File: src/shared/sti_pkg.sv
// Purpose: constants and types for the sensor threshold interrupt block
// Assumes: one clock, synchronous active-high reset, byte-wide register port
// Notes: register offsets are the byte addresses of the register port
//
// What this block does
// - mode 00 floats pin, status still updates
// - mode bits pick proximity, light or both
// - latched output held until config read
// - per-measurement output re-evaluated after each result
// - polarity bit sets pin active level
// - interrupt config resets to 0x08
// - proximity outside limits flags proximity condition
// - light outside limits flags light condition
// - proximity limits eleven bits, split low/high
// - proximity upper resets 0x7FF, lower zero
// - light limits sixteen bits, reset FFFF/0000
// - proximity result high holds bits 10:8
// - repeat count needs consecutive outside results
// - status bits set when criteria met
package sti_pkg;
    typedef logic [7:0] byte_t;

    // widths
    localparam int BYTE_W = 8;
    localparam int PROX_W = 11;
    localparam int LIGHT_W = 16;
    localparam int PROX_HI_W = 3;
    localparam int RPT_W = 4;
    localparam int CFG_W = 4;

    // register offsets
    localparam byte_t ADDR_PROX_RES_HI = 8'h8E;
    localparam byte_t ADDR_IRQ_CFG = 8'h8F;
    localparam byte_t ADDR_PROX_UP_LO = 8'h90;
    localparam byte_t ADDR_PROX_UP_HI = 8'h91;
    localparam byte_t ADDR_PROX_LOW_LO = 8'h92;
    localparam byte_t ADDR_PROX_LOW_HI = 8'h93;
    localparam byte_t ADDR_LIGHT_UP_LO = 8'h97;
    localparam byte_t ADDR_LIGHT_UP_HI = 8'h98;
    localparam byte_t ADDR_LIGHT_LOW_LO = 8'h99;
    localparam byte_t ADDR_LIGHT_LOW_HI = 8'h9A;
    localparam byte_t ADDR_REPEAT = 8'h9E;

    // interrupt config fields
    localparam int CFG_POL_BIT = 2;
    localparam int CFG_OUT_BIT = 3;
    localparam int MODE_PROX_BIT = 0;
    localparam int MODE_LIGHT_BIT = 1;
    localparam logic [1:0] MODE_OFF = 2'h0;
    localparam logic [1:0] MODE_PROX = 2'h1;
    localparam logic [1:0] MODE_LIGHT = 2'h2;
    localparam logic [1:0] MODE_BOTH = 2'h3;

    // repeat count fields
    localparam int REPEAT_PROX_LSB = 4;
    localparam int REPEAT_LIGHT_LSB = 0;

    // reset values
    localparam logic [CFG_W-1:0] IRQ_CFG_RESET = 4'h8;
    localparam byte_t PROX_UP_LO_RESET = 8'hFF;
    localparam logic [PROX_HI_W-1:0] PROX_UP_HI_RESET = 3'h7;
    localparam byte_t LIGHT_UP_RESET = 8'hFF;
    localparam byte_t BYTE_ZERO = 8'h00;
    localparam logic [PROX_HI_W-1:0] PROX_HI_ZERO = 3'h0;
    localparam logic [RPT_W-1:0] RUN_ZERO = 4'h0;
    localparam logic [RPT_W-1:0] RUN_MAX = 4'hF;
    localparam logic PIN_IDLE_LEVEL = 1'b1;
endpackage

File: src/shared/window_if.sv
`timescale 1ns/1ps
// Purpose: carries one source's result, limits and verdict to its checker
// Assumes: result and limits share one width
// Notes: ctrl side is the register block, check side the comparator
interface window_if #(
    parameter int W = 16
);
    logic [W-1:0] result;      // latest measurement
    logic [W-1:0] upper;       // assembled upper limit
    logic [W-1:0] lower;       // assembled lower limit
    logic meas;                // new measurement strobe
    logic [3:0] repeat_cnt;    // consecutive outside results needed
    logic out;                 // result lies outside the window
    logic met;                 // interrupt criteria met this measurement

    modport check (
        input result, upper, lower, meas, repeat_cnt,
        output out, met
    );
    modport ctrl (
        output result, upper, lower, meas, repeat_cnt,
        input out, met
    );
endinterface

File: src/core/sensor_threshold_interrupt.sv
`timescale 1ns/1ps
// Purpose: threshold window interrupt logic for proximity and light results
// Assumes: register port strobes and measurement strobes share i_clock
// Notes: the serial front end and measurement engines sit outside
module sensor_threshold_interrupt (
    input wire logic i_clock,
    input wire logic i_sys_rst,
    input wire logic i_clk_en,
    input wire sti_pkg::byte_t i_addr,
    input wire logic i_wr_strobe,
    input wire sti_pkg::byte_t i_wr_data,
    input wire logic i_rd_strobe,
    output sti_pkg::byte_t o_rd_data,
    output logic o_rd_valid,
    input wire logic i_prox_valid,
    input wire logic [sti_pkg::PROX_W-1:0] i_prox_result,
    input wire logic i_light_valid,
    input wire logic [sti_pkg::LIGHT_W-1:0] i_light_result,
    output logic o_prox_irq_status,
    output logic o_light_irq_status,
    output logic o_int_level,
    output logic o_int_oe
);
    import sti_pkg::*;

    typedef struct packed {
        logic [CFG_W-1:0] cfg;                 // output, polarity, source bits
        byte_t prox_up_lo;                     // proximity upper bits 7:0
        logic [PROX_HI_W-1:0] prox_up_hi;      // proximity upper bits 10:8
        byte_t prox_low_lo;                    // proximity lower bits 7:0
        logic [PROX_HI_W-1:0] prox_low_hi;     // proximity lower bits 10:8
        byte_t light_up_lo;                    // light upper low byte
        byte_t light_up_hi;                    // light upper high byte
        byte_t light_low_lo;                   // light lower low byte
        byte_t light_low_hi;                   // light lower high byte
        byte_t repeat_cnt;                     // both repeat counts
        logic prox_stat;                       // proximity interrupt status
        logic light_stat;                      // light interrupt status
        logic pin_active;                      // logical pin state
        byte_t rd_data;                        // read answer
        logic rd_valid;                        // read answer strobe
    } sti_state_s;

    sti_state_s st_reg;
    sti_state_s st_next;

    window_if #(.W(PROX_W)) prox_win ();
    window_if #(.W(LIGHT_W)) light_win ();

    logic [1:0] mode;          // interrupt source field
    logic prox_en;             // proximity may drive the pin
    logic light_en;            // light may drive the pin
    logic out_mode;            // 1 per measurement, 0 latched
    logic cfg_read;            // config register read this cycle
    logic cfg_write;           // config register write this cycle
    logic any_meas;            // either engine finished a result
    logic prox_stat_n;         // proximity status after this cycle
    logic light_stat_n;        // light status after this cycle
    logic new_event;           // enabled source met its criteria
    byte_t rd_mux;             // read data selection

    assign mode = st_reg.cfg[MODE_LIGHT_BIT:MODE_PROX_BIT];
    assign prox_en = mode[MODE_PROX_BIT];
    assign light_en = mode[MODE_LIGHT_BIT];
    assign out_mode = st_reg.cfg[CFG_OUT_BIT];
    assign cfg_read = i_rd_strobe && (i_addr == ADDR_IRQ_CFG);
    assign cfg_write = i_wr_strobe && (i_addr == ADDR_IRQ_CFG);
    assign any_meas = i_prox_valid || i_light_valid;

    // assemble windows for the checkers
    assign prox_win.result = i_prox_result;
    assign prox_win.upper = {st_reg.prox_up_hi, st_reg.prox_up_lo};
    assign prox_win.lower = {st_reg.prox_low_hi, st_reg.prox_low_lo};
    assign prox_win.meas = i_prox_valid;
    assign prox_win.repeat_cnt = st_reg.repeat_cnt[REPEAT_PROX_LSB +: RPT_W];
    assign light_win.result = i_light_result;
    assign light_win.upper = {st_reg.light_up_hi, st_reg.light_up_lo};
    assign light_win.lower = {st_reg.light_low_hi, st_reg.light_low_lo};
    assign light_win.meas = i_light_valid;
    assign light_win.repeat_cnt = st_reg.repeat_cnt[REPEAT_LIGHT_LSB +: RPT_W];

    window_check u_prox_check (
        .i_clock(i_clock),
        .i_sys_rst(i_sys_rst),
        .i_clk_en(i_clk_en),
        .win(prox_win)
    );

    window_check u_light_check (
        .i_clock(i_clock),
        .i_sys_rst(i_sys_rst),
        .i_clk_en(i_clk_en),
        .win(light_win)
    );

    // status follows each finished measurement, even with the pin off
    always_comb begin
        prox_stat_n = i_prox_valid ? prox_win.met : st_reg.prox_stat;
        light_stat_n = i_light_valid ? light_win.met : st_reg.light_stat;
        new_event = (prox_en && i_prox_valid && prox_win.met) ||
                    (light_en && i_light_valid && light_win.met);
    end

    // read data selection, unmapped offsets read zero
    always_comb begin
        case (i_addr)
            // reserved bits 7:3 read zero
            ADDR_PROX_RES_HI: rd_mux = {{(BYTE_W-PROX_HI_W){1'b0}},
                                        i_prox_result[PROX_W-1:BYTE_W]};
            // upper nibble held as zero
            ADDR_IRQ_CFG: rd_mux = {{(BYTE_W-CFG_W){1'b0}}, st_reg.cfg};
            ADDR_PROX_UP_LO: rd_mux = st_reg.prox_up_lo;
            ADDR_PROX_UP_HI: rd_mux = {{(BYTE_W-PROX_HI_W){1'b0}}, st_reg.prox_up_hi};
            ADDR_PROX_LOW_LO: rd_mux = st_reg.prox_low_lo;
            ADDR_PROX_LOW_HI: rd_mux = {{(BYTE_W-PROX_HI_W){1'b0}}, st_reg.prox_low_hi};
            ADDR_LIGHT_UP_LO: rd_mux = st_reg.light_up_lo;
            ADDR_LIGHT_UP_HI: rd_mux = st_reg.light_up_hi;
            ADDR_LIGHT_LOW_LO: rd_mux = st_reg.light_low_lo;
            ADDR_LIGHT_LOW_HI: rd_mux = st_reg.light_low_hi;
            ADDR_REPEAT: rd_mux = st_reg.repeat_cnt;
            default: rd_mux = BYTE_ZERO;
        endcase
    end

    // next state: reset, freeze, pin evaluation, register writes
    always_comb begin
        st_next = st_reg;
        if (i_sys_rst) begin
            st_next.cfg = IRQ_CFG_RESET;
            st_next.prox_up_lo = PROX_UP_LO_RESET;
            st_next.prox_up_hi = PROX_UP_HI_RESET;
            st_next.prox_low_lo = BYTE_ZERO;
            st_next.prox_low_hi = PROX_HI_ZERO;
            st_next.light_up_lo = LIGHT_UP_RESET;
            st_next.light_up_hi = LIGHT_UP_RESET;
            st_next.light_low_lo = BYTE_ZERO;
            st_next.light_low_hi = BYTE_ZERO;
            st_next.repeat_cnt = BYTE_ZERO;
            st_next.prox_stat = 1'b0;
            st_next.light_stat = 1'b0;
            st_next.pin_active = 1'b0;
            st_next.rd_data = BYTE_ZERO;
            st_next.rd_valid = 1'b0;
        end else if (i_clk_en) begin
            // read answer lands one cycle after the strobe
            st_next.rd_valid = i_rd_strobe;
            st_next.rd_data = i_rd_strobe ? rd_mux : BYTE_ZERO;
            st_next.prox_stat = prox_stat_n;
            st_next.light_stat = light_stat_n;
            // pin logic uses the config before any write this cycle
            if (mode == MODE_OFF) begin
                st_next.pin_active = 1'b0;
            end else if (out_mode) begin
                // re-evaluate after every completed measurement
                if (any_meas) begin
                    st_next.pin_active = (prox_en && prox_stat_n) ||
                                         (light_en && light_stat_n);
                end
            end else begin
                // latched: config read releases, a fresh event wins
                if (cfg_read) begin
                    st_next.pin_active = 1'b0;
                end
                if (new_event) begin
                    st_next.pin_active = 1'b1;
                end
            end
            if (i_wr_strobe) begin
                case (i_addr)
                    // reserved upper nibble is not stored
                    ADDR_IRQ_CFG: st_next.cfg = i_wr_data[CFG_W-1:0];
                    ADDR_PROX_UP_LO: st_next.prox_up_lo = i_wr_data;
                    // only bits 2:0 exist in the proximity high limit bytes
                    ADDR_PROX_UP_HI: st_next.prox_up_hi = i_wr_data[PROX_HI_W-1:0];
                    ADDR_PROX_LOW_LO: st_next.prox_low_lo = i_wr_data;
                    ADDR_PROX_LOW_HI: st_next.prox_low_hi = i_wr_data[PROX_HI_W-1:0];
                    ADDR_LIGHT_UP_LO: st_next.light_up_lo = i_wr_data;
                    ADDR_LIGHT_UP_HI: st_next.light_up_hi = i_wr_data;
                    ADDR_LIGHT_LOW_LO: st_next.light_low_lo = i_wr_data;
                    ADDR_LIGHT_LOW_HI: st_next.light_low_hi = i_wr_data;
                    ADDR_REPEAT: st_next.repeat_cnt = i_wr_data;
                    // read-only and unmapped offsets ignore writes
                    default: st_next.rd_valid = st_next.rd_valid;
                endcase
            end
        end
    end

    // state register
    always_ff @(posedge i_clock) begin
        st_reg <= st_next;
    end

    pin_drive u_pin (
        .i_clock(i_clock),
        .i_sys_rst(i_sys_rst),
        .i_clk_en(i_clk_en),
        .i_active(st_reg.pin_active),
        .i_polarity(st_reg.cfg[CFG_POL_BIT]),
        .i_enable(mode != MODE_OFF),
        .o_level(o_int_level),
        .o_oe(o_int_oe)
    );

    assign o_rd_data = st_reg.rd_data;
    assign o_rd_valid = st_reg.rd_valid;
    assign o_prox_irq_status = st_reg.prox_stat;
    assign o_light_irq_status = st_reg.light_stat;
endmodule

File: src/core/window_check.sv
`timescale 1ns/1ps
// Purpose: window compare and consecutive-outside counter for one source
// Assumes: meas is a one-cycle strobe on the same clock
// Notes: out and met are combinational, valid in the strobe cycle
module window_check (
    input wire logic i_clock,
    input wire logic i_sys_rst,
    input wire logic i_clk_en,
    window_if.check win
);
    import sti_pkg::*;

    typedef struct packed {
        logic [RPT_W-1:0] run;     // outside results seen in a row
    } wc_state_s;

    wc_state_s st_reg;
    wc_state_s st_next;
    logic out;
    logic met;
    logic [RPT_W-1:0] run_inc;

    // compare, count and next state
    always_comb begin
        // strict compare on the full assembled values
        out = (win.result > win.upper) || (win.result < win.lower);
        // saturate so a long run never wraps back below the count
        run_inc = (st_reg.run == RUN_MAX) ? RUN_MAX : RPT_W'(st_reg.run + 1'b1);
        // zero count lets every outside result through
        met = out && ((win.repeat_cnt == RUN_ZERO) || (run_inc >= win.repeat_cnt));
        st_next = st_reg;
        if (i_sys_rst) begin
            st_next.run = RUN_ZERO;
        end else if (i_clk_en && win.meas) begin
            // an inside result breaks the run
            st_next.run = out ? run_inc : RUN_ZERO;
        end
    end

    // state register
    always_ff @(posedge i_clock) begin
        st_reg <= st_next;
    end

    assign win.out = out;
    assign win.met = met;
endmodule

File: src/core/pin_drive.sv
`timescale 1ns/1ps
// Purpose: registered interrupt pin level and enable
// Assumes: active, polarity and enable come from the same clock
// Notes: one cycle of latency from the block state to the pin
module pin_drive (
    input wire logic i_clock,
    input wire logic i_sys_rst,
    input wire logic i_clk_en,
    input wire logic i_active,
    input wire logic i_polarity,
    input wire logic i_enable,
    output logic o_level,
    output logic o_oe
);
    import sti_pkg::*;

    typedef struct packed {
        logic level;     // pin value when driven
        logic oe;        // high while the pin is driven
    } pd_state_s;

    pd_state_s st_reg;
    pd_state_s st_next;

    // polarity map and enable
    always_comb begin
        st_next = st_reg;
        if (i_sys_rst) begin
            st_next.level = PIN_IDLE_LEVEL;
            st_next.oe = 1'b0;
        end else if (i_clk_en) begin
            // polarity 0 drives low when active
            st_next.level = i_polarity ? i_active : !i_active;
            // disabled mode releases the pin entirely
            st_next.oe = i_enable;
        end
    end

    // state register
    always_ff @(posedge i_clock) begin
        st_reg <= st_next;
    end

    assign o_level = st_reg.level;
    assign o_oe = st_reg.oe;
endmodule

File: config.mk
export PLATFORM = sky130hd
export DESIGN_NAME = sensor_threshold_interrupt
export DESIGN_NICKNAME = d
export VERILOG_FILES = /design/src/shared/sti_pkg.sv /design/src/shared/window_if.sv /design/src/core/sensor_threshold_interrupt.sv /design/src/core/window_check.sv /design/src/core/pin_drive.sv
export SDC_FILE = /design/constraint.sdc
export NUM_CORES = 1
export LEC_CHECK = 0
export BUFFER_PORTS_ARGS = -buffer_cell sky130_fd_sc_hd__buf_2
export CELL_PAD_IN_SITES_DETAIL_PLACEMENT = 1
export CELL_PAD_IN_SITES_GLOBAL_PLACEMENT = 2
export CORE_MARGIN = 1
export CORE_UTILIZATION = 35
export CTS_CLUSTER_DIAMETER = 150
export DETAILED_ROUTE_END_ITERATION = 16
export HOLD_SLACK_MARGIN = 0.15
export PLACE_DENSITY = 0.88
export SETUP_SLACK_MARGIN = 0.5
export SLEW_MARGIN = 20
export SYNTH_ARGS = -nofsm -noshare
export SYNTH_HDL_FRONTEND = slang
export SYNTH_SLANG_ARGS = --single-unit
File: constraint.sdc
create_clock -name i_clock -period 2.86 [get_ports i_clock]
set_input_delay 0.572 -clock i_clock [delete_from_list [all_inputs] [get_ports i_clock]]
set_output_delay 0.572 -clock i_clock [all_outputs]
set_load 0.01 [all_outputs]
# Word level (Yosys, flattened, before mapping)
# Index checks and enable logic that the tools add are counted.
# word_totals
regBits	88
inputBits	50
output_inout_bits	13
word_cells	90
# classes
add_sub_neg	2
order_cmp	6
n_eq_ne	14
muxes	14
reduce_logical	35
# op_table
op	n
== test 8 bit (second input constant)	11
one-hot mux 8 bit (11 select lines)	1
AND reduction 3 bit	11
greater-than comparator 16 bit	1
< comparator 16 bit	1
2-to-1 mux 4 bit	4
greater-than comparator 11 bit	1
logical AND 1 bit	11
< comparator 11 bit	1
adder 4 x 1 -> 4 bit (second input constant)	2
== test 4 bit (second input constant)	2
greater-or-equal comparator 4 bit	2
zero test 4 bit	2
2-to-1 mux 1 bit	8
2-to-1 mux 8 bit	1
logical OR 1 bit	7
nonzero test 4 bit	1
!= test 3 x 1 -> 1 bit (second input constant)	1
zero test 2 bit	1
nonzero test 2 bit	1
zero test 1 bit	1

# Longest topological paths before layout
# depth
ltp_word	11
mapped_depth	11
ltp_nobuf	11

# Hierarchy
# A second synthesis with hierarchy kept.
# unflattened
cells_unflattened	724
hier_area_um2	5964.5
# modules_own_cells
module	instances	cells_per_inst	area_each_um2	seq_area_each_um2
sensor_threshold_interrupt	1	431	3754.9	1561.5
window_check at u_light_check	1	162	1214.9	80.1
window_check at u_prox_check	1	124	917.1	80.1
pin_drive	1	7	77.6	40.0

# Worst setup path after synthesis
# OpenSTA, ideal clock, no wires.
# synth_timing
path_kind	flip-flop to flip-flop
from	register u_prox_check.st_reg[0] in the netlist's numbering
to	register st_reg[9] in the netlist's numbering
setup_ns	0.127
arrival_ns	2.177
required_ns	2.733
slack_ns	0.556
stages_incl_launch_ff	11
path_buffers	0
synth_period_minus_slack_ns	2.304
path_cell_list	dfxtp_1 > ha_1 > nand3_1 > and2_1 > ha_1 > nand2b_1 > a21o_1 > a21o_1 > a211oi_1 > nor4_1 > or3b_1
# synth_via
elab_chain_cells	11
word_cells_on_any_way	17
cone_classes	add/sub: 1; order compare: 1; eq/ne: 1; mux: 6; reduce/logical: 8
# synth_rtl
item	line_no	source
start: declaration	window_check.sv:17	wc_state_s st_reg;
start signal: assignment	window_check.sv:42	st_reg <= st_next;
adder 4 x 1 -> 4 bit or == test 4 bit (tied branches)	window_check.sv:28	run_inc = (st_reg.run == RUN_MAX) ? RUN_MAX : RPT_W'(st_reg.run + 1'b1);
2-to-1 mux 4 bit (*)	window_check.sv:28	
greater-or-equal comparator 4 bit (*)	window_check.sv:30	met = out && ((win.repeat_cnt == RUN_ZERO) || (run_inc >= win.repeat_cnt));
logical OR 1 bit (*)	window_check.sv:30	
logical AND 1 bit (*)	window_check.sv:30	
2-to-1 mux 1 bit	sensor_threshold_interrupt.sv:98	prox_stat_n = i_prox_valid ? prox_win.met : st_reg.prox_stat;
logical AND 1 bit	sensor_threshold_interrupt.sv:156	st_next.pin_active = (prox_en && prox_stat_n) ||
logical OR 1 bit	sensor_threshold_interrupt.sv:156	
2-to-1 mux 1 bit	sensor_threshold_interrupt.sv:155	if (any_meas) begin
2-to-1 mux 1 bit	sensor_threshold_interrupt.sv:153	end else if (out_mode) begin
2-to-1 mux 1 bit	sensor_threshold_interrupt.sv:151	if (mode == MODE_OFF) begin
end signal: assignment	sensor_threshold_interrupt.sv:191	st_reg <= st_next;
end: declaration	sensor_threshold_interrupt.sv:44	sti_state_s st_reg;
# Every way passes the cells marked *; elsewhere a longest branch is shown, timed or not. The select of a mux whose other input is x is not followed.
# A chain may end at the register's enable or synchronous reset.

# Worst setup path in the final report
# layout_timing
from	register st_reg, in the netlist light_win.upper[9]
to	register st_reg[9] in the netlist's numbering
# layout_via
elab_chain_cells	9
word_cells_on_any_way	14
cone_classes	order compare: 1; mux: 5; reduce/logical: 8
# layout_rtl
item	line_no	source
greater-than comparator 16 bit (*)	window_check.sv:26	out = (win.result > win.upper) || (win.result < win.lower);
logical OR 1 bit (*)	window_check.sv:26	
logical AND 1 bit (*)	window_check.sv:30	
2-to-1 mux 1 bit	sensor_threshold_interrupt.sv:99	light_stat_n = i_light_valid ? light_win.met : st_reg.light_stat;
logical AND 1 bit	sensor_threshold_interrupt.sv:157	(light_en && light_stat_n);
logical OR 1 bit	sensor_threshold_interrupt.sv:156	
2-to-1 mux 1 bit	sensor_threshold_interrupt.sv:155	
2-to-1 mux 1 bit	sensor_threshold_interrupt.sv:153	
2-to-1 mux 1 bit	sensor_threshold_interrupt.sv:151	
# Marks and branches as above.

==> key figures <==
Status
  – Status: finished clean

Die
  – Core footprint: 0.01531 sq mm
  – Row count: between 40 and 50
  – Die Span Y: 127.8 microns
  – Die Width: 127.8 microns
  – Die area: 0.01633 sq mm
  – Starting density of the core: a little over a third
  – I/O pins: 63

Timing
  – Max Clock Freq: between 400 and 500 MHz
  – Min Tclk post-route: between 2 and 2.5 ns
  – Hold WS: 0.4675 ns
  – Max transition margin: a little under three fifths
  – Actual slew at the worst max-slew pin: around 0.65 ns
  – Final setup fails: 0
  – Final period util: between 80% and 90%
  – PnR worst setup slack: just over 0.5 ns
  – Clk_skew: ~0.0094 ns
  – Setup TNS: 0 ns
  – Final Hold Viols: 0
  – RSZ-0062 raised after global routing: yes
  – Max-slew violations: 0

Place
  – Port buffer count: between 60 and 70
  – RePlAce Congestion: a little under 0.9
  – Post-place setup slack: approximately 0.067 ns
  – Placement Cell Area: about 0.0060 sq mm
  – Final HPWL DP: between 10000 and 15000 microns

Synthesis
  – Syn Nets: between 800 and 900
  – Mapped Cells: 703
  – Post-Synth Simple-Gate Area: approximately a fifth
  – Most used DFF post-synth: dfxtp_1
  – Compound-cell area share of the yosys netlist: between 20 and 25%
  – Post-synth top area cell: dfxtp_1
  – Synth cell types: 58
  – Multiplexer area fraction after synthesis: 4.947%
  – Synth warn: 0
  – Adder-Cell Fraction of Synth Area: between 10% and 20%
  – Yosys reg bits: 88
  – Syn avg cell area: 7.879 sq um
  – Number of synthesized flops with an enable pin: 0
  – Share of the yosys chip area belonging to registers: about a third
  – Async set-reset flop share out of synthesis: 0%
  – Count leader, synth: nor2_1
  – Synth cell count leaders: nor2_1, dfxtp_1, a21oi_1
  – Post-synth top area share: approximately a third
  – Synth area leaders: dfxtp_1, ha_1, nor2_1
  – Main combinational cell family by area after synthesis: simple AND/OR/NAND/NOR gates
  – Synth Area in XOR/XNOR: less than 1%
  – Mapped Area: roughly 0.0055 sq mm

Worst setup path
  – Crit Path Category: flip-flop to flip-flop
  – Max stage delay on crit path: a little over 0.4 ns
  – Crit-path slowest cell: dfxtp_1
  – Critical path origin: light_win.upper[9]$_SDFFE_PP1P_
  – Crit. End Element: flip-flop
  – CP delay by family, top: simple AND/OR/NAND/NOR gates
  – CP Buf/Inv Count: 1
  – Critical path, cell by cell: inv_1, ha_1, and4_1, nand3b_1, a21o_1, o211a_1, o21ai_1, a21oi_1, or3b_1
  – Crit-path max FO: 3
  – Req. time, crit path: between 3 and 4 ns
  – Worst R2R Start: light_win.upper[9]$_SDFFE_PP1P_
  – Critical path arrival: roughly 2.6 ns
  – Startpoint types: flip-flop

GRT
  – Initial antenna violation count: 0
  – Global-route wire length before repair: 28820 microns
  – Busiest grt layer: met2
  – GRT overflow: 0
  – Routing usage on met2: just under 40%
  – Largest net degree at the start of global routing: between 40 and 50
  – Total GRT Usage: about a quarter
  – Global Route met1 Usage: a little under a third
  – Vias in the first global route: approximately 5300
  – Met3 usage in global routing: 2.504%

Cells and area
  – N_diodes: 0
  – Area grow syn2layout: 17.48%
  – Fraction of layout cells with a size suffix above 1: 17.47%
  – Number of fill cells in the layout: between 1500 and 2000
  – Seq. cell area: 0.001778 sq mm
  – Combined area of the multi-input logic cells: 0.003478 sq mm
  – Nets@finish: 874
  – Design area: roughly 0.0065 sq mm

Detailed routing
  – Via count: between 5000 and 6000
  – 1st-iter DRT viols: ~360
  – Drt via density: between 5 and 6
  – Routed WL: approximately 18000 microns
  – Drt first pass iters: 4
  – ANT nets after route: 0
  – DR WL/cell: 18.81 microns
  – Remaining routing DRC violations: 0

CTS
  – CTS H-tree depth: 3
  – CTS Root Cell: clkbuf_16
  – CTS max path bufs: 2
  – Clk Latency, worst-skew pair: roughly 0.36 ns
  – CTS clk-pin slew, worst paths: around 0.070 ns
  – Num CTS Buffers: 9
  – CTS tree: done
  – CTS sink cnt: 88

Power and ir drop
  – Leakage power: approximately 2.8 nW
  – PwrDens: ~410 mW/mm^2
  – Total Power: 0.002679 W
  – VDD IR max: around 280 uV

Worst hold path
  – Worst hold start: u_pin.o_level$_SDFFE_PP1P_
  – Worst Hold Class: flip-flop to flip-flop

Job
  – Max Cap Viol: 0
[what timing repair did]
action / CTS / global route
hold buffers: 0 / 0
gates resized for setup: 19 / 17
setup buffers: 2 / 3
hold endpoints to repair: 0 / 0
setup endpoints to repair: 6 / 7
pin swaps: 6 / 14
[path summary, 6_finish.rpt]
kind	slack, ns	to	cells after the start
worst max-delay path	0.51	st_reg[9]$_SDFFE_PP0P_	9
worst min-delay path	0.47	u_pin.o_level$_SDFFE_PP1P_	1
worst max register to register	0.51	st_reg[9]$_SDFFE_PP0P_	9
worst min register to register	0.47	u_pin.o_level$_SDFFE_PP1P_	1
[worst reg2reg max path: stages (launching register included)]
cell and delay [ns]:
dfxtp_1 0.41, inv_1 0.09, ha_1 0.29, and4_1 0.28, nand3b_1 0.13, a21o_1 0.17, o211a_1 0.17, o21ai_1 0.22
a21oi_1 0.10, or3b_1 0.38
[report_power, final]
part / internal (W) / total (W) / switching (W) / leakage (nW)
combinational: 0.0000979 / 0.000268 / 0.000170 / 1.93
sequential: 0.00123 / 0.00123 / 0.00000448 / 0.713
clock: 0.000606 / 0.00118 / 0.000573 / 0.135
[area by class of cell]
cell class | count | share of cell area (%)
Clock buffer | 9 | 3.461
Clock inverter | 7 | 0.9421
Inverter | 70 | 4.038
Multi-Input combinational cell | 514 | 53.45
Sequential cell | 88 | 27.32
Tap cell | 211 | 4.057
Timing Repair Buffer | 79 | 6.729
[layer usage]
metal,up-vias,wire length (microns)
met1,2553,8845
li1,2571,-
met2,84,8721
met5,-,0
met4,0,380
met3,20,445
[layout by cell type, fill, tap and decap left out, types with 10 or more instances in the layout]
cell / count
a211o_1: 18
a21oi_1: 70
a22oi_1: 21
buf_2: 62
buf_4: 17
dfxtp_1: 81
ha_1: 58
inv_1: 69
mux2i_1: 24
nand2_1: 62
nand3_1: 16
nor2_1: 101
o211ai_1: 10
o21ai_0: 26
[cells by family (layout without fill, tap and decap cells)]
family	after synthesis	after routing
buffers and inverters	101	165
flip-flops	88	88
AO/OA/AOI/OAI	181	181
multiplexers	27	27
adder cells (fa/ha/maj)	62	62
XOR/XNOR	1	1
AND/OR/NAND/NOR	243	243
[metrics by stage]
step / std cells / utilization, %
detailed placement: 957 / 39.40
global placement: 957 / 39.40
finish: 978 / 42.49
global route: 978 / 42.49
CTS: 975 / 41.81
floorplan: 703 / -
Power figures use the tool's default switching activity.
